`src/hw/mtcp_defs.vh`:
```
// constants for the modbus tcp request handler
`ifndef MTCP_DEFS_VH
`define MTCP_DEFS_VH

`define MTCP_SERVER_PORT   16'd502
`define MTCP_PROTO_ID      16'h0000
`define MTCP_UNIT_ID       8'h00
`define MTCP_HDR_BYTES     9'd7
`define MTCP_HDR_LAST      9'd7
`define MTCP_LEN_AFTER     16'h0006

`define MTCP_FC_RD_HOLD    8'h03
`define MTCP_FC_RD_INPUT   8'h04
`define MTCP_FC_WR_ONE     8'h06
`define MTCP_FC_WR_MULTI   8'h10
`define MTCP_FC_RW_MULTI   8'h17
`define MTCP_FC_ENCAP      8'h2b
`define MTCP_FC_OD_ALL     8'h65
`define MTCP_FC_OD_RECORD  8'h66
`define MTCP_SUB_ENCAP     8'h0d
`define MTCP_SUB_START     8'h55
`define MTCP_SUB_NEXT      8'haa
`define MTCP_ERR_FLAG      8'h80

`define MTCP_EX_NONE       8'h00
`define MTCP_EX_FUNC       8'h01
`define MTCP_EX_VALUE      8'h03

`define MTCP_RD_MAX        16'h007d
`define MTCP_WR_MAX        16'h007b
`define MTCP_RW_WR_MAX     16'h0079
`define MTCP_LEN_FIXED     16'h0006
`define MTCP_LEN_EXC       16'h0003
`define MTCP_LEN_RD_BASE   16'h0003
`define MTCP_LEN_WM_BASE   16'h0007
`define MTCP_LEN_RW_BASE   16'h000b
`define MTCP_LEN_VEN_BASE  16'h0002

`define MTCP_SKIP_WR_ONE   4'd2
`define MTCP_SKIP_WR_MULTI 4'd5
`define MTCP_SKIP_RW_MULTI 4'd9
`define MTCP_FIFO_WIDTH    8
`define MTCP_FIFO_DEPTH    32
`define MTCP_FIFO_AW       5

`endif

```
`src/hw/mtcp_fifo.v`:
```
// request data fifo with registered read data
`timescale 1ns/1ps
module mtcp_fifo #(
    parameter WIDTH = 8,
    parameter DEPTH = 32,
    parameter AW    = 5
) (
    input  wire             ref_clk,
    input  wire             rst_n,
    input  wire             in_valid,
    output wire             in_ready,
    input  wire [WIDTH-1:0] in_data,
    output wire             out_valid,
    input  wire             out_ready,
    output wire [WIDTH-1:0] out_data
);
    reg [WIDTH-1:0] mem_q [0:DEPTH-1];
    reg [AW-1:0]    wptr_q;
    reg [AW-1:0]    rptr_q;
    reg [AW:0]      cnt_q;
    reg [WIDTH-1:0] dout_q;
    reg             ov_q;
    wire            push;
    wire            load;

    assign in_ready  = (cnt_q != DEPTH[AW:0]);
    assign push      = in_valid && in_ready;
    // head moves into the output register whenever it is free or taken
    assign load      = (cnt_q != {(AW+1){1'b0}}) && (!ov_q || out_ready);
    assign out_valid = ov_q;
    assign out_data  = dout_q;

    always @(posedge ref_clk) begin
        if (push) begin
            mem_q[wptr_q] <= in_data;
        end
    end

    always @(posedge ref_clk or negedge rst_n) begin
        if (!rst_n) begin
            wptr_q <= {AW{1'b0}};
            rptr_q <= {AW{1'b0}};
            cnt_q  <= {(AW+1){1'b0}};
            dout_q <= {WIDTH{1'b0}};
            ov_q   <= 1'b0;
        end else begin
            if (push) begin
                wptr_q <= wptr_q + 1'b1;
            end
            if (load) begin
                dout_q <= mem_q[rptr_q];
                rptr_q <= rptr_q + 1'b1;
                ov_q   <= 1'b1;
            end else if (out_ready) begin
                ov_q   <= 1'b0;
            end
            if (push && !load) begin
                cnt_q <= cnt_q + 1'b1;
            end else if (load && !push) begin
                cnt_q <= cnt_q - 1'b1;
            end
        end
    end
endmodule // mtcp_fifo

```
`src/hw/mtcp_handler.v`:
```
// modbus tcp server request handler: header check, decode, response build
`timescale 1ns/1ps
`include "mtcp_defs.vh"
module mtcp_handler (
    input  wire        ref_clk,
    input  wire        rst_n,
    input  wire        rx_valid,
    input  wire [7:0]  rx_data,
    input  wire        rx_last,
    input  wire [15:0] rx_port,
    input  wire [7:0]  rx_conn,
    input  wire        conn_close,
    output wire        rx_ready,
    output wire        tx_valid,
    output wire [7:0]  tx_data,
    output wire        tx_last,
    input  wire        tx_ready,
    output wire        app_req,
    output wire        app_we,
    output wire [7:0]  app_fc,
    output wire [15:0] app_addr,
    output wire [15:0] app_wdata,
    output wire [15:0] app_cnt,
    input  wire        app_ack,
    input  wire [15:0] app_rdata,
    input  wire [7:0]  app_exc
);
    localparam S_RX = 4'd0, S_END = 4'd1, S_SKIP = 4'd2, S_WR = 4'd3, S_WACK = 4'd4;
    localparam S_PRE = 4'd5, S_HDR = 4'd6, S_BODY = 4'd7, S_RDW = 4'd8, S_FLUSH = 4'd9;
    localparam K_RD = 2'd0, K_ECHO = 2'd1, K_VEN = 2'd2;

    reg [3:0]  state_q;
    reg [8:0]  cnt_q;
    reg [15:0] tid_q;
    reg [15:0] pid_q;
    reg [15:0] len_q;
    reg [7:0]  uid_q;
    reg [7:0]  fc_q;
    reg [71:0] p_q;
    reg        ovf_q;
    reg        port_ok_q;
    reg [7:0]  conn_q;
    reg [7:0]  owner_q;
    reg        owner_v_q;
    reg [7:0]  exc_q;
    reg [1:0]  kind_q;
    reg [3:0]  skip_q;
    reg [8:0]  wr_cnt_q;
    reg [8:0]  rd_cnt_q;
    reg [15:0] wr_addr_q;
    reg [15:0] rd_addr_q;
    reg [15:0] word_q;
    reg [7:0]  hold_q;
    reg        wph_q;
    reg        odd_q;
    reg [8:0]  bidx_q;
    reg        rx_ready_q;
    reg        tx_valid_q;
    reg [7:0]  tx_data_q;
    reg        tx_last_q;
    reg        app_req_q;
    reg        app_we_q;
    reg [7:0]  app_fc_q;
    reg [15:0] app_addr_q;
    reg [15:0] app_wdata_q;
    reg [15:0] app_cnt_q;

    reg [7:0]  d_exc;
    reg [1:0]  d_kind;
    reg [3:0]  d_skip;
    reg [8:0]  d_wcnt;
    reg [8:0]  d_rcnt;
    reg [15:0] d_waddr;
    reg [15:0] d_cnt;
    reg [15:0] rsp_len;
    reg [7:0]  hdr_byte;
    reg [7:0]  body_byte;

    wire        rx_take = rx_valid && rx_ready_q && (state_q == S_RX);
    wire        fifo_in_ready;
    wire        fifo_ov;
    wire [7:0]  fifo_dout;
    wire        fifo_push = rx_take && (cnt_q > `MTCP_HDR_LAST) && fifo_in_ready;
    wire        pad = odd_q && wph_q && (wr_cnt_q == 9'd1);
    wire        wr_byte_ok = fifo_ov || pad;
    wire        fifo_pop = ((state_q == S_SKIP) && (skip_q != 4'd0)) ||
                           ((state_q == S_WR) && !pad) || (state_q == S_FLUSH);
    wire [7:0]  wr_byte = pad ? 8'h00 : fifo_dout;
    wire        can_emit = !tx_valid_q || tx_ready;
    wire [15:0] f_a   = {p_q[7:0], p_q[15:8]};
    wire [15:0] f_q   = {p_q[23:16], p_q[31:24]};
    wire [15:0] f_bc  = {8'h00, p_q[39:32]};
    wire [15:0] f_wa  = {p_q[39:32], p_q[47:40]};
    wire [15:0] f_wq  = {p_q[55:48], p_q[63:56]};
    wire [15:0] f_bc2 = {8'h00, p_q[71:64]};
    wire [8:0]  dlen  = cnt_q - 9'd8;
    wire        len_ok = (cnt_q > `MTCP_HDR_BYTES) &&
                         (len_q == ({7'h00, cnt_q} - `MTCP_LEN_AFTER));
    wire        conn_ok = !owner_v_q || (owner_q == conn_q);
    // nothing is trailing the data: no crc field is expected or made
    wire        frame_ok = port_ok_q && conn_ok && len_ok &&
                           (pid_q == `MTCP_PROTO_ID) &&
                           (uid_q == `MTCP_UNIT_ID);
    wire [8:0]  body_len = rsp_len[8:0] - 9'd2;
    wire [15:0] proto_id = `MTCP_PROTO_ID;
    wire        hdr_done = (bidx_q == `MTCP_HDR_LAST);
    wire        body_end = (bidx_q == body_len - 9'd1);
    wire        has_exc = (exc_q != `MTCP_EX_NONE);
    wire        word_end = (kind_q == K_RD) ? (bidx_q != 9'd0) && !bidx_q[0] : bidx_q[0];

    assign rx_ready  = rx_ready_q;
    assign tx_valid  = tx_valid_q;
    assign tx_data   = tx_data_q;
    assign tx_last   = tx_last_q;
    assign app_req   = app_req_q;
    assign app_we    = app_we_q;
    assign app_fc    = app_fc_q;
    assign app_addr  = app_addr_q;
    assign app_wdata = app_wdata_q;
    assign app_cnt   = app_cnt_q;

    mtcp_fifo #(
        .WIDTH (`MTCP_FIFO_WIDTH),
        .DEPTH (`MTCP_FIFO_DEPTH),
        .AW    (`MTCP_FIFO_AW)
    ) u_fifo (
        .ref_clk   (ref_clk),
        .rst_n     (rst_n),
        .in_valid  (fifo_push),
        .in_ready  (fifo_in_ready),
        .in_data   (rx_data),
        .out_valid (fifo_ov),
        .out_ready (fifo_pop),
        .out_data  (fifo_dout)
    );

    // request decode, evaluated while the frame sits in S_END
    always @* begin
        d_exc   = `MTCP_EX_NONE;
        d_kind  = K_RD;
        d_skip  = 4'd0;
        d_wcnt  = 9'd0;
        d_rcnt  = 9'd0;
        d_waddr = 16'h0000;
        d_cnt   = f_q;
        case (fc_q)
            `MTCP_FC_RD_HOLD, `MTCP_FC_RD_INPUT: begin
                d_rcnt = f_q[8:0];
                if (len_q != `MTCP_LEN_FIXED || f_q == 16'h0000 || f_q > `MTCP_RD_MAX)
                    d_exc = `MTCP_EX_VALUE;
            end
            `MTCP_FC_WR_ONE: begin
                d_kind  = K_ECHO;
                d_skip  = `MTCP_SKIP_WR_ONE;
                d_wcnt  = 9'd1;
                d_waddr = f_a;
                d_cnt   = 16'h0001;
                if (len_q != `MTCP_LEN_FIXED)
                    d_exc = `MTCP_EX_VALUE;
            end
            `MTCP_FC_WR_MULTI: begin
                d_kind  = K_ECHO;
                d_skip  = `MTCP_SKIP_WR_MULTI;
                d_wcnt  = f_q[8:0];
                d_waddr = f_a;
                if (f_q == 16'h0000 || f_q > `MTCP_WR_MAX || f_bc != {f_q[14:0], 1'b0} ||
                    len_q != `MTCP_LEN_WM_BASE + f_bc)
                    d_exc = `MTCP_EX_VALUE;
            end
            `MTCP_FC_RW_MULTI: begin
                d_skip  = `MTCP_SKIP_RW_MULTI;
                d_wcnt  = f_wq[8:0];
                d_rcnt  = f_q[8:0];
                d_waddr = f_wa;
                if (f_q == 16'h0000 || f_q > `MTCP_RD_MAX || f_wq == 16'h0000 ||
                    f_wq > `MTCP_RW_WR_MAX || f_bc2 != {f_wq[14:0], 1'b0} ||
                    len_q != `MTCP_LEN_RW_BASE + f_bc2)
                    d_exc = `MTCP_EX_VALUE;
            end
            `MTCP_FC_ENCAP, `MTCP_FC_OD_ALL, `MTCP_FC_OD_RECORD: begin
                d_kind = K_VEN;
                d_wcnt = (dlen + 9'd1) >> 1;
                d_cnt  = {7'h00, dlen};
                if (fc_q == `MTCP_FC_ENCAP ? f_a[15:8] != `MTCP_SUB_ENCAP :
                    (f_a[15:8] != `MTCP_SUB_START && f_a[15:8] != `MTCP_SUB_NEXT))
                    d_exc = `MTCP_EX_FUNC;
            end
            default: d_exc = `MTCP_EX_FUNC;
        endcase
        // staging fifo holds 33 bytes with its output register: longer data cannot be held for the write pass
        if (ovf_q && d_exc == `MTCP_EX_NONE)
            d_exc = `MTCP_EX_VALUE;
    end

    // response header and body bytes
    always @* begin
        if (has_exc)
            rsp_len = `MTCP_LEN_EXC;
        else if (kind_q == K_RD)
            rsp_len = `MTCP_LEN_RD_BASE + {6'h00, rd_cnt_q, 1'b0};
        else if (kind_q == K_ECHO)
            rsp_len = `MTCP_LEN_FIXED;
        else
            rsp_len = `MTCP_LEN_VEN_BASE + {6'h00, rd_cnt_q, 1'b0};
        case (bidx_q[2:0])
            3'd0: hdr_byte = tid_q[15:8];
            3'd1: hdr_byte = tid_q[7:0];
            3'd2: hdr_byte = proto_id[15:8];
            3'd3: hdr_byte = proto_id[7:0];
            3'd4: hdr_byte = rsp_len[15:8];
            3'd5: hdr_byte = rsp_len[7:0];
            3'd6: hdr_byte = `MTCP_UNIT_ID;
            default: hdr_byte = has_exc ? (fc_q | `MTCP_ERR_FLAG) : fc_q;
        endcase
        if (has_exc)
            body_byte = exc_q;
        else if (kind_q == K_ECHO)
            body_byte = p_q[{bidx_q[1:0], 3'b000} +: 8];
        else if (kind_q == K_RD)
            body_byte = (bidx_q == 9'd0) ? {rd_cnt_q[6:0], 1'b0} :
                        (bidx_q[0] ? word_q[15:8] : word_q[7:0]);
        else
            body_byte = bidx_q[0] ? word_q[15:8] : word_q[7:0];
    end

    always @(posedge ref_clk or negedge rst_n) begin
        if (!rst_n) begin
            state_q <= S_RX;     cnt_q <= 9'd0;       tid_q <= 16'h0000;
            pid_q <= 16'h0000;   len_q <= 16'h0000;   uid_q <= 8'h00;
            fc_q <= 8'h00;       p_q <= 72'h0;        ovf_q <= 1'b0;
            port_ok_q <= 1'b0;   conn_q <= 8'h00;     owner_q <= 8'h00;
            owner_v_q <= 1'b0;   exc_q <= 8'h00;      kind_q <= K_RD;
            skip_q <= 4'd0;      wr_cnt_q <= 9'd0;    rd_cnt_q <= 9'd0;
            wr_addr_q <= 16'h0000; rd_addr_q <= 16'h0000; word_q <= 16'h0000;
            hold_q <= 8'h00;     wph_q <= 1'b0;       odd_q <= 1'b0;
            bidx_q <= 9'd0;      rx_ready_q <= 1'b0;  tx_valid_q <= 1'b0;
            tx_data_q <= 8'h00;  tx_last_q <= 1'b0;   app_req_q <= 1'b0;
            app_we_q <= 1'b0;    app_fc_q <= 8'h00;   app_addr_q <= 16'h0000;
            app_wdata_q <= 16'h0000; app_cnt_q <= 16'h0000;
        end else begin
            if (tx_valid_q && tx_ready)
                tx_valid_q <= 1'b0;
            if (conn_close)
                owner_v_q <= 1'b0;
            case (state_q)
                S_RX: begin
                    rx_ready_q <= 1'b1;
                    if (rx_take) begin
                        if (cnt_q != 9'h1ff)
                            cnt_q <= cnt_q + 9'd1;
                        case (cnt_q)
                            9'd0: begin
                                tid_q[15:8] <= rx_data;
                                port_ok_q   <= (rx_port == `MTCP_SERVER_PORT);
                                conn_q      <= rx_conn;
                            end
                            9'd1: tid_q[7:0]  <= rx_data;
                            9'd2: pid_q[15:8] <= rx_data;
                            9'd3: pid_q[7:0]  <= rx_data;
                            9'd4: len_q[15:8] <= rx_data;
                            9'd5: len_q[7:0]  <= rx_data;
                            9'd6: uid_q       <= rx_data;
                            9'd7: fc_q        <= rx_data;
                            default: begin
                                if (cnt_q < 9'd17)
                                    p_q[{cnt_q[3:0] - 4'd8, 3'b000} +: 8] <= rx_data;
                                if (!fifo_in_ready)
                                    ovf_q <= 1'b1;
                            end
                        endcase
                        if (rx_last) begin
                            rx_ready_q <= 1'b0;
                            state_q    <= S_END;
                        end
                    end
                end
                S_END: begin
                    bidx_q <= 9'd0;
                    wph_q  <= 1'b0;
                    if (!frame_ok) begin
                        state_q <= S_FLUSH;
                    end else begin
                        owner_q   <= conn_q;
                        owner_v_q <= 1'b1;
                        exc_q     <= d_exc;
                        kind_q    <= d_kind;
                        skip_q    <= d_skip;
                        wr_cnt_q  <= d_wcnt;
                        rd_cnt_q  <= d_rcnt;
                        wr_addr_q <= d_waddr;
                        rd_addr_q <= (d_kind == K_VEN) ? 16'h0000 : f_a;
                        odd_q     <= dlen[0];
                        app_fc_q  <= fc_q;
                        app_cnt_q <= d_cnt;
                        state_q   <= (d_exc != `MTCP_EX_NONE) ? S_HDR : S_SKIP;
                    end
                end
                S_SKIP: begin
                    if (skip_q == 4'd0)
                        state_q <= (wr_cnt_q != 9'd0) ? S_WR : S_PRE;
                    else if (fifo_ov)
                        skip_q <= skip_q - 4'd1;
                end
                S_WR: begin
                    if (wr_byte_ok) begin
                        if (!wph_q) begin
                            hold_q <= wr_byte;
                            wph_q  <= 1'b1;
                        end else begin
                            app_wdata_q <= (kind_q == K_VEN) ? {wr_byte, hold_q} :
                                           {hold_q, wr_byte};
                            app_addr_q  <= wr_addr_q;
                            app_req_q   <= 1'b1;
                            app_we_q    <= 1'b1;
                            wph_q       <= 1'b0;
                            state_q     <= S_WACK;
                        end
                    end
                end
                S_WACK: begin
                    if (app_ack) begin
                        app_req_q <= 1'b0;
                        app_we_q  <= 1'b0;
                        wr_addr_q <= wr_addr_q + 16'h0001;
                        wr_cnt_q  <= wr_cnt_q - 9'd1;
                        if (app_exc != `MTCP_EX_NONE) begin
                            exc_q   <= app_exc;
                            state_q <= S_HDR;
                        end else if (wr_cnt_q != 9'd1) begin
                            state_q <= S_WR;
                        end else begin
                            state_q <= (kind_q == K_ECHO) ? S_HDR : S_PRE;
                        end
                    end
                end
                S_PRE: begin
                    // first access decides the exception before any byte leaves
                    if (!app_req_q) begin
                        app_req_q  <= 1'b1;
                        app_addr_q <= rd_addr_q;
                    end else if (app_ack) begin
                        app_req_q <= 1'b0;
                        rd_addr_q <= rd_addr_q + 16'h0001;
                        if (app_exc != `MTCP_EX_NONE)
                            exc_q <= app_exc;
                        else if (kind_q == K_VEN)
                            rd_cnt_q <= {2'b00, app_rdata[6:0]};
                        else
                            word_q <= app_rdata;
                        state_q <= S_HDR;
                    end
                end
                S_HDR: begin
                    if (can_emit) begin
                        tx_valid_q <= 1'b1;
                        tx_data_q  <= hdr_byte;
                        tx_last_q  <= hdr_done && (body_len == 9'd0);
                        bidx_q     <= hdr_done ? 9'd0 : bidx_q + 9'd1;
                        if (hdr_done) begin
                            if (body_len == 9'd0)
                                state_q <= S_FLUSH;
                            else if (kind_q == K_VEN && !has_exc)
                                state_q <= S_RDW;
                            else
                                state_q <= S_BODY;
                        end
                    end
                end
                S_BODY: begin
                    if (can_emit) begin
                        tx_valid_q <= 1'b1;
                        tx_data_q  <= body_byte;
                        tx_last_q  <= body_end;
                        bidx_q     <= bidx_q + 9'd1;
                        if (body_end)
                            state_q <= S_FLUSH;
                        else if (!has_exc && kind_q != K_ECHO && word_end)
                            state_q <= S_RDW;
                    end
                end
                S_RDW: begin
                    // later read errors cannot be reported once the header is out
                    if (!app_req_q) begin
                        app_req_q  <= 1'b1;
                        app_addr_q <= rd_addr_q;
                    end else if (app_ack) begin
                        app_req_q <= 1'b0;
                        rd_addr_q <= rd_addr_q + 16'h0001;
                        word_q    <= app_rdata;
                        state_q   <= S_BODY;
                    end
                end
                default: begin
                    // intake stays shut until the final response byte is taken
                    if (!fifo_ov && !tx_valid_q) begin
                        cnt_q   <= 9'd0;
                        ovf_q   <= 1'b0;
                        p_q     <= 72'h0;
                        state_q <= S_RX;
                    end
                end
            endcase
        end
    end
endmodule // mtcp_handler

```
`config.mk`:
```
export PLATFORM = sky130hd
export DESIGN_NAME = mtcp_handler
export DESIGN_NICKNAME = d
export VERILOG_FILES = /design/src/hw/mtcp_fifo.v /design/src/hw/mtcp_handler.v
export VERILOG_INCLUDE_DIRS = /design/src /design/src/hw
export SDC_FILE = /design/constraint.sdc
export NUM_CORES = 1
export LEC_CHECK = 0
export ABC_AREA = 1
export BUFFER_PORTS_ARGS = -buffer_cell sky130_fd_sc_hd__clkbuf_2
export CORE_MARGIN = 8
export CORE_UTILIZATION = 50
export CTS_BUF_LIST = sky130_fd_sc_hd__clkbuf_8
export CTS_CLUSTER_SIZE = 24
export DETAILED_ROUTE_END_ITERATION = 10
export PLACE_DENSITY_LB_ADDON = 0.12
export SLEW_MARGIN = 30
export SYNTH_ARGS = -nofsm -noshare
export SYNTH_HDL_FRONTEND = slang
export SYNTH_SLANG_ARGS = --single-unit
```
`constraint.sdc`:
```
create_clock -name ref_clk -period 5.35 [get_ports ref_clk]
set_clock_uncertainty 0.1 [all_clocks]
set_input_delay 0.535 -clock ref_clk [delete_from_list [all_inputs] [get_ports ref_clk]]
set_output_delay 0.535 -clock ref_clk [all_outputs]
set_load 0.02 [all_outputs]
```
* After elaboration in Yosys (flattened, before gate mapping)
Memory sizes are Yosys's and may differ from the RTL's. A register that Yosys moved wholly into a read port is not among the register bits.
Index checks and enable logic that the tools add are counted.
** Word-level totals
- Logic and storage cells :: 412
- Bits in registers :: 353
- Memories kept :: 1
- Input port bits :: 63
- Output and inout port bits :: 69
- Memory bits (writable) :: 256
** Memories
- u_fifo.mem_q :: depth 32, width 8, read ports 1, clocked after Yosys merged registers in 1, write ports 1, RTL line mtcp_fifo.v:17 : reg [WIDTH-1:0] mem_q [0:DEPTH-1];
** Operators by class
- Magnitude comparators :: 5
- Shifts and indexed selects :: 3
- Multiplexer cells :: 138
- Equality and inequality tests :: 78
- Bitwise gates (word level) :: 2
- Add/subtract/negate cells :: 21
- Reduce and logical (&&, ||, !) cells :: 122
** Operator list (number)
- two-way mux 72 bit :: 4
- two-way mux 16 bit :: 16
- case mux 16 bit (2 select lines) :: 6
- case mux 72 bit (2 select lines) :: 1
- two-way mux 9 bit :: 14
- two-way mux 8 bit :: 14
- two-way mux 4 bit :: 22
- case mux 8 bit (5 select lines) :: 2
- bitwise mux 72 bit :: 1
- variable shift 8 x 9 -> 72 bit, first input constant :: 1
- variable part select 72 x 6 -> 8 bit :: 1
- variable part select 8 x 9 -> 72 bit :: 1
- case mux 9 bit (2 select lines) :: 3
- greater-than comparator 16 x 7 -> 1 bit, second input constant :: 3
- zero test 16 bit :: 3
- == test 9 x 3 -> 1 bit, second input constant :: 5
- AND reduction 3 bit :: 14
- inequality test 2 bit, second input constant :: 20
- case mux 4 bit (9 select lines) :: 1
- case mux 9 bit (4 select lines) :: 1
- two-way mux 11 bit :: 3
- adder 16 x 1 -> 16 bit, second input constant :: 2
- inequality test 16 x 9 -> 1 bit :: 2
- inequality test 8 x 16 -> 1 bit :: 2
- other kinds (82) :: 227

* Longest topological paths before layout
- Depth after elaboration :: 15
- Gate-level depth with buffers :: 25
- Gate-level depth less buffers :: 25

* Modules after synthesis
A second synthesis with hierarchy kept.
** Second synthesis, totals
- Cell total of the unflattened synthesis :: 3774
- Area total of the unflattened synthesis :: 31736.7 um2
** By module, submodules not included
- mtcp_handler :: times used 1, cells each 2629, seq. area each 8408.1 um2, area an instance 19518.7 um2
- mtcp_fifo :: times used 1, cells each 1145, seq. area each 8313.0 um2, area an instance 12218.0 um2

* Least setup slack after synthesis
OpenSTA, ideal clock, no wires.
- Path kind :: register to register
- From :: register wr_cnt_q[1]
- To :: register u_fifo.cnt_q[5]
- Setup time :: 123 ps
- Data arrival time :: 3360 ps
- Required time :: 5127 ps
- Setup slack :: 1767 ps
- Clock period less this slack :: 3583 ps
- Path buffers :: 1
- Cell stages (with the launch flop) :: 21
- Path through :: dfrtp_1 -> inv_1 -> ha_1 -> nand2_1 -> nor3_2 -> nand3_2 -> a21oi_1 -> o311ai_0 -> nand2_1 -> buf_1 -> ha_1 -> inv_1 -> ha_1 -> a21oi_1 -> inv_1 -> a31oi_1 -> nor2_1 -> o21a_1 -> o21ai_0 -> nand3_1 -> xor2_1
** On the way
- Word-level cells in the longest chain between the ends :: 11
- Elaborated cells between the ends (all ways) :: 13
- Those cells by class :: 1 x eq/ne; 1 x mux; 11 x reduce/logical
** Ends and longest elaborated chain
- from (decl) :: RTL line mtcp_handler.v:48 : reg [8:0] wr_cnt_q;
- from (signal assigned) :: RTL line mtcp_handler.v:288 : wr_cnt_q <= d_wcnt;
- from (signal assigned) :: RTL line mtcp_handler.v:325 : wr_cnt_q <= wr_cnt_q - 9'd1;
- == test 9 x 1 -> 1 bit (*) :: RTL line mtcp_handler.v:84 : wire pad = odd_q && wph_q && (wr_cnt_q == 9'd1);
- logical AND 1 bit (*) :: RTL line mtcp_handler.v:84
- zero test 1 bit (*) :: RTL line mtcp_handler.v:87 : ((state_q == S_WR) && !pad) || (state_q == S_FLUSH);
- logical AND 1 bit (*) :: RTL line mtcp_handler.v:87
- logical OR 1 bit (*) :: RTL line mtcp_handler.v:86 : wire fifo_pop = ((state_q == S_SKIP) && (skip_q != 4'd0)) ||
- logical OR 1 bit (*) :: RTL line mtcp_handler.v:87
- logical OR 1 bit (*) :: RTL line mtcp_fifo.v:29 : assign load = (cnt_q != {(AW+1){1'b0}}) && (!ov_q || out_ready);
- logical AND 1 bit (*) :: RTL line mtcp_fifo.v:29
- zero test 1 bit :: RTL line mtcp_fifo.v:57 : if (push && !load) begin
- logical AND 1 bit :: RTL line mtcp_fifo.v:57
- two-way mux 6 bit or nonzero test 2 bit (tied branches)
- to (signal assigned) :: RTL line mtcp_fifo.v:43 : cnt_q <= {(AW+1){1'b0}};
- to (signal assigned) :: RTL line mtcp_fifo.v:58 : cnt_q <= cnt_q + 1'b1;
- to (signal assigned) :: RTL line mtcp_fifo.v:60 : cnt_q <= cnt_q - 1'b1;
- to (decl) :: RTL line mtcp_fifo.v:20 : reg [AW:0] cnt_q;
Mark *: on every way between the ends. The rest lies on a longest branch, timed or not.
A chain may end at the register's enable or synchronous reset.

* Final worst setup path
- From :: register cnt_q[3]
- To :: register skip_q[2]
** On the way
- Word-level cells in the longest chain between the ends :: 8
- Elaborated cells between the ends (all ways) :: 9
- Those cells by class :: 1 x add/sub; 1 x order compare; 2 x eq/ne; 5 x reduce/logical
** Ends and longest elaborated chain
- from (decl) :: RTL line mtcp_handler.v:33 : reg [8:0] cnt_q;
- from (signal assigned) :: RTL line mtcp_handler.v:250 : cnt_q <= cnt_q + 9'd1;
- subtractor 9 x 3 -> 10 bit (no source line)
- == test 16 bit :: RTL line mtcp_handler.v:98 : (len_q == ({7'h00, cnt_q} - `MTCP_LEN_AFTER));
- logical AND 1 bit (*) :: RTL line mtcp_handler.v:97 : wire len_ok = (cnt_q > `MTCP_HDR_BYTES) &&
- logical AND 1 bit (*) (3 in a row) :: RTL line mtcp_handler.v:101 : wire frame_ok = port_ok_q && conn_ok && len_ok &&
- inequality test 2 bit (no source line) (*)
- AND reduction 4 bit (no source line) (*)
- to (signal assigned) :: RTL line mtcp_handler.v:287 : skip_q <= d_skip;
- to (signal assigned) :: RTL line mtcp_handler.v:302 : skip_q <= skip_q - 4'd1;
- to (decl) :: RTL line mtcp_handler.v:47 : reg [3:0] skip_q;
Marks and branches as above.

==> flow_results.xml <==
<?xml version="1.0" encoding="UTF-8"?>
<metrics>
  <group name="drt">
    <metric name="remaining_drc_errors" unit="">0</metric>
    <metric name="drt-pass1-iter-count" unit="">6</metric>
    <metric name="drt-wirelength-per-cell" unit="microns">21.53</metric>
    <metric name="drt-initial-drc-count" unit="">2543</metric>
    <metric name="routed_wl" unit="microns">95590</metric>
    <metric name="antenna_left" unit="">0</metric>
    <metric name="vias_per_cell" unit="">5.835</metric>
    <metric name="routed-via-count" unit="">25907</metric>
  </group>
  <group name="clocking">
    <metric name="tritoncts" unit="">yes</metric>
    <metric name="clk_latency" unit="ns">0.71</metric>
    <metric name="cts.sinks" unit="">617</metric>
    <metric name="cts-buffers-inserted" unit="">105</metric>
    <metric name="ctsHtreeMaxLevel" unit="">3</metric>
    <metric name="post_cts_resized" unit="">0</metric>
    <metric name="ctsLongestPathBuffers" unit="">3</metric>
    <metric name="hold_buffers" unit="">30</metric>
    <metric name="clock_root_buffer" unit="">sky130_fd_sc_hd__clkbuf_8</metric>
    <metric name="post_cts.repair.setup_buffers" unit="">0</metric>
    <metric name="cts.reportedPaths.clkPinSlew" unit="ns">0.06</metric>
  </group>
  <group name="synthesis">
    <metric name="yosysTopAreaCell" unit="">sky130_fd_sc_hd__dfrtp_1</metric>
    <metric name="synth_edf_count" unit="">256</metric>
    <metric name="synth-async-reset-ratio" unit="">0.5851</metric>
    <metric name="synth.top_cells.by_area" unit="">sky130_fd_sc_hd__dfrtp_1, sky130_fd_sc_hd__edfxtp_1, sky130_fd_sc_hd__nand2_1</metric>
    <metric name="yosysWarningCount" unit="">0</metric>
    <metric name="synth_cells" unit="">3417</metric>
    <metric name="synth_seq_cells" unit="">617</metric>
    <metric name="syn_area_cell" unit="sq um">8.935</metric>
    <metric name="post-synth-top-area-fraction" unit="">0.2959</metric>
    <metric name="synth.lib_cells_used.distinct" unit="">67</metric>
    <metric name="mappedNetlistArea" unit="sq um">30530</metric>
    <metric name="synthesis.nets" unit="">3519</metric>
    <metric name="synthMostInstantiatedCell" unit="">sky130_fd_sc_hd__nand2_1</metric>
    <metric name="yosys-top-cells-count" unit="">sky130_fd_sc_hd__nand2_1, sky130_fd_sc_hd__nor2_1, sky130_fd_sc_hd__o21ai_0, sky130_fd_sc_hd__dfrtp_1, sky130_fd_sc_hd__inv_1</metric>
    <metric name="leading_register_cell_type_out_of_synthesis" unit="">sky130_fd_sc_hd__dfrtp_1</metric>
    <metric name="seq_area_frac_synth" unit="">0.5477</metric>
  </group>
  <group name="timing">
    <metric name="report.final.slew_viol_count" unit="">0</metric>
    <metric name="post-route-worst-setup-slack" unit="ns">1.198</metric>
    <metric name="fmax" unit="MHz">240.8</metric>
    <metric name="finalCritPeriodShare" unit="">0.7761</metric>
    <metric name="worstMarginPinSlew" unit="ns">1.091</metric>
    <metric name="timing.setup.tns" unit="ns">0</metric>
    <metric name="timing.max_slew.rel_slack" unit="">0.2726</metric>
    <metric name="final_hold_viol_count" unit="">0</metric>
    <metric name="grt_setup_unrepaired" unit="">false</metric>
    <metric name="fin_crit" unit="ns">4.152</metric>
    <metric name="setup-violations-final" unit="">0</metric>
  </group>
  <group name="floorplan">
    <metric name="floorplan.die_area" unit="sq um">69220</metric>
    <metric name="initial_utilization" unit="">0.5058</metric>
    <metric name="row_count" unit="">90</metric>
    <metric name="boundaryPins" unit="">132</metric>
    <metric name="die_height" unit="microns">263.1</metric>
    <metric name="floorplan.die.width" unit="microns">263.1</metric>
    <metric name="placeableCoreArea" unit="sq um">60360</metric>
  </group>
  <group name="power_and_ir_drop">
    <metric name="clockPowerShare" unit="">0.232</metric>
    <metric name="pwr_density_cell" unit="nW/um^2">550.7</metric>
    <metric name="total_switching_power" unit="mW">8.290</metric>
    <metric name="internal_power_consumption" unit="mW">10.61</metric>
    <metric name="power.ir.vdd_worst" unit="uV">584.4</metric>
    <metric name="leakagePower" unit="nW">14.58</metric>
    <metric name="seq_power_share" unit="">0.363</metric>
    <metric name="swShare" unit="">0.4385</metric>
    <metric name="power.combinational.fraction" unit="">0.404</metric>
  </group>
  <group name="setup_path">
    <metric name="worst-setup-path-type" unit="">flip-flop to flip-flop</metric>
    <metric name="worst_ep_arrival_time" unit="ns">4.67</metric>
    <metric name="critPathMaxFanout" unit="">55</metric>
    <metric name="crit_start_category" unit="">flip-flop</metric>
    <metric name="timing.critical_path.required" unit="ns">5.87</metric>
    <metric name="critPathCaptureType" unit="">flip-flop</metric>
  </group>
  <group name="place">
    <metric name="placed_cell_area" unit="sq um">31820</metric>
    <metric name="pre_cts_ws" unit="ns">1.200</metric>
    <metric name="io_buffers" unit="">131</metric>
    <metric name="place_congestion" unit="">0.9662</metric>
    <metric name="dpl.hpwl" unit="microns">67100</metric>
  </group>
  <group name="finish">
    <metric name="finalCoreUtilization" unit="">0.5687</metric>
    <metric name="final_area" unit="sq um">34330</metric>
    <metric name="final_net_count" unit="">3673</metric>
    <metric name="drive_above_1_share" unit="">0.1128</metric>
    <metric name="final-seq-area" unit="sq um">16730</metric>
    <metric name="multi_input_area" unit="sq um">11890</metric>
    <metric name="synthToLayoutAreaGrowth" unit="%">12.43</metric>
    <metric name="layout.filler_cells" unit="">5435</metric>
  </group>
  <group name="status">
    <metric name="outcome" unit="">complete, no violations</metric>
  </group>
  <group name="run">
    <metric name="drv.max_cap_violation_count" unit="">0</metric>
  </group>
  <group name="grt">
    <metric name="grt_max_degree" unit="">154</metric>
    <metric name="grt_pass1_wl" unit="microns">147300</metric>
    <metric name="first_global_vias" unit="">24950</metric>
    <metric name="grtUsageTotal" unit="">0.2698</metric>
    <metric name="grt_antenna_before_repair" unit="">3</metric>
    <metric name="overflow" unit="">0</metric>
  </group>
  <group name="hold_path">
    <metric name="worst_hold_path_type" unit="">primary input to flip-flop</metric>
  </group>
</metrics>
[state kept, by name, indices dropped and copies added, names as in the netlist, 9 cells and up]
register,count
rd_addr_q,16
pid_q,16
tid_q,16
cnt_q,9
wr_cnt_q,9
bidx_q,9
app_wdata,16
word_q,16
app_addr,16
len_q,16
u_fifo.mem_q,256
rd_cnt_q,9
app_cnt,16
wr_addr_q,16
p_q,72
[cell type report]
type,count,area share
Multi-Input combinational cell,2304,0.3464
Sequential cell,617,0.4873
Tap cell,782,0.02850
Antenna cell,4,0.0002916
Clock inverter,61,0.01217
Timing Repair Buffer,184,0.03434
Clock buffer,129,0.05172
Inverter,359,0.03933
[worst max-delay path: stages (launching register included)]
cell	delay, ns
sky130_fd_sc_hd__dfrtp_1	0.69
sky130_fd_sc_hd__inv_2	0.23
sky130_fd_sc_hd__ha_1	0.27
sky130_fd_sc_hd__nand2_1	0.11
sky130_fd_sc_hd__nor2_1	0.07
sky130_fd_sc_hd__nand2_1	0.09
sky130_fd_sc_hd__xor2_1	0.21
sky130_fd_sc_hd__nand2_1	0.10
sky130_fd_sc_hd__nor3_2	0.14
sky130_fd_sc_hd__nand4_2	0.22
sky130_fd_sc_hd__nor2_4	0.41
sky130_fd_sc_hd__clkinv_2	0.74
sky130_fd_sc_hd__o31ai_2	0.43
sky130_fd_sc_hd__nor2_1	0.08
sky130_fd_sc_hd__a31oi_1	0.16
[stage by stage]
stage	hold slack, ns	power, mW	std cells
final	0.05378	18.90	4440
after global routing	0.03865	20.13	4437
after CTS	0.0002235	18.87	4436
after detailed placement	0.3668	14.43	4216
after global placement	0.3609	14.29	4215
after floorplan	0.1394	11.97	3417
[kinds of logic after synthesis]
logic type,share of synthesized area
flip-flops,0.5477
multiplexers,0.007090
XOR/XNOR,0.02180
AO/OA/AOI/OAI,0.1521
AND/OR/NAND/NOR,0.1916
buffers and inverters,0.06344
adder cells (fa/ha/maj),0.01623
[cell usage in the layout (no fill, tap or decap), types with 29 or more instances in the layout]
cell type	netlist	final
sky130_fd_sc_hd__nand2_1	595	595
sky130_fd_sc_hd__o21ai_0	404	404
sky130_fd_sc_hd__nor2_1	405	403
sky130_fd_sc_hd__inv_1	329	360
sky130_fd_sc_hd__dfrtp_1	361	359
sky130_fd_sc_hd__edfxtp_1	256	256
sky130_fd_sc_hd__nand3_1	156	156
sky130_fd_sc_hd__clkbuf_8	0	129
sky130_fd_sc_hd__clkbuf_2	1	129
sky130_fd_sc_hd__a21oi_1	103	103
sky130_fd_sc_hd__o22ai_1	96	96
sky130_fd_sc_hd__nand4_1	70	70
sky130_fd_sc_hd__xor2_1	58	58
sky130_fd_sc_hd__nor3_1	56	55
sky130_fd_sc_hd__o21ai_1	51	51
sky130_fd_sc_hd__ha_1	38	38
sky130_fd_sc_hd__o221ai_1	32	32
sky130_fd_sc_hd__dlygate4sd3_1	0	30
sky130_fd_sc_hd__a31oi_1	29	29
[per-layer routing]
metal  GRT usage  share of wire  vias up
li1            -              -    12061
met1      0.3912           0.45    12574
met2      0.4086           0.44     1118
met3     0.05351          0.088      154
met4     0.07848          0.022        0
met5           0              0        -
[worst paths after layout]
kind	slack, ns	cells past startpoint	endpoint	start
min reg2reg	0.38	2	u_fifo.out_data[4]	u_fifo.out_data[4]
max	1.20	14	skip_q[2]	cnt_q[3]
min in group asynchronous	0.27	2	app_wdata[10]	rst_n
max in group asynchronous	3.41	3	app_fc[5]	rst_n
max reg2reg	1.20	14	skip_q[2]	cnt_q[3]
min	0.05	3	exc_q[6]	app_exc[6]
[power by group through the flow]
stage | clock (mW) | combinational (mW) | sequential (mW)
after floorplan | 0 | 5.30 | 6.67
after global placement | 0 | 7.40 | 6.88
after CTS | 4.47 | 7.56 | 6.84
after detailed placement | 0 | 7.51 | 6.92
final | 4.39 | 7.64 | 6.87
after global routing | 4.68 | 8.47 | 6.97
Power figures use the tool's default switching activity.
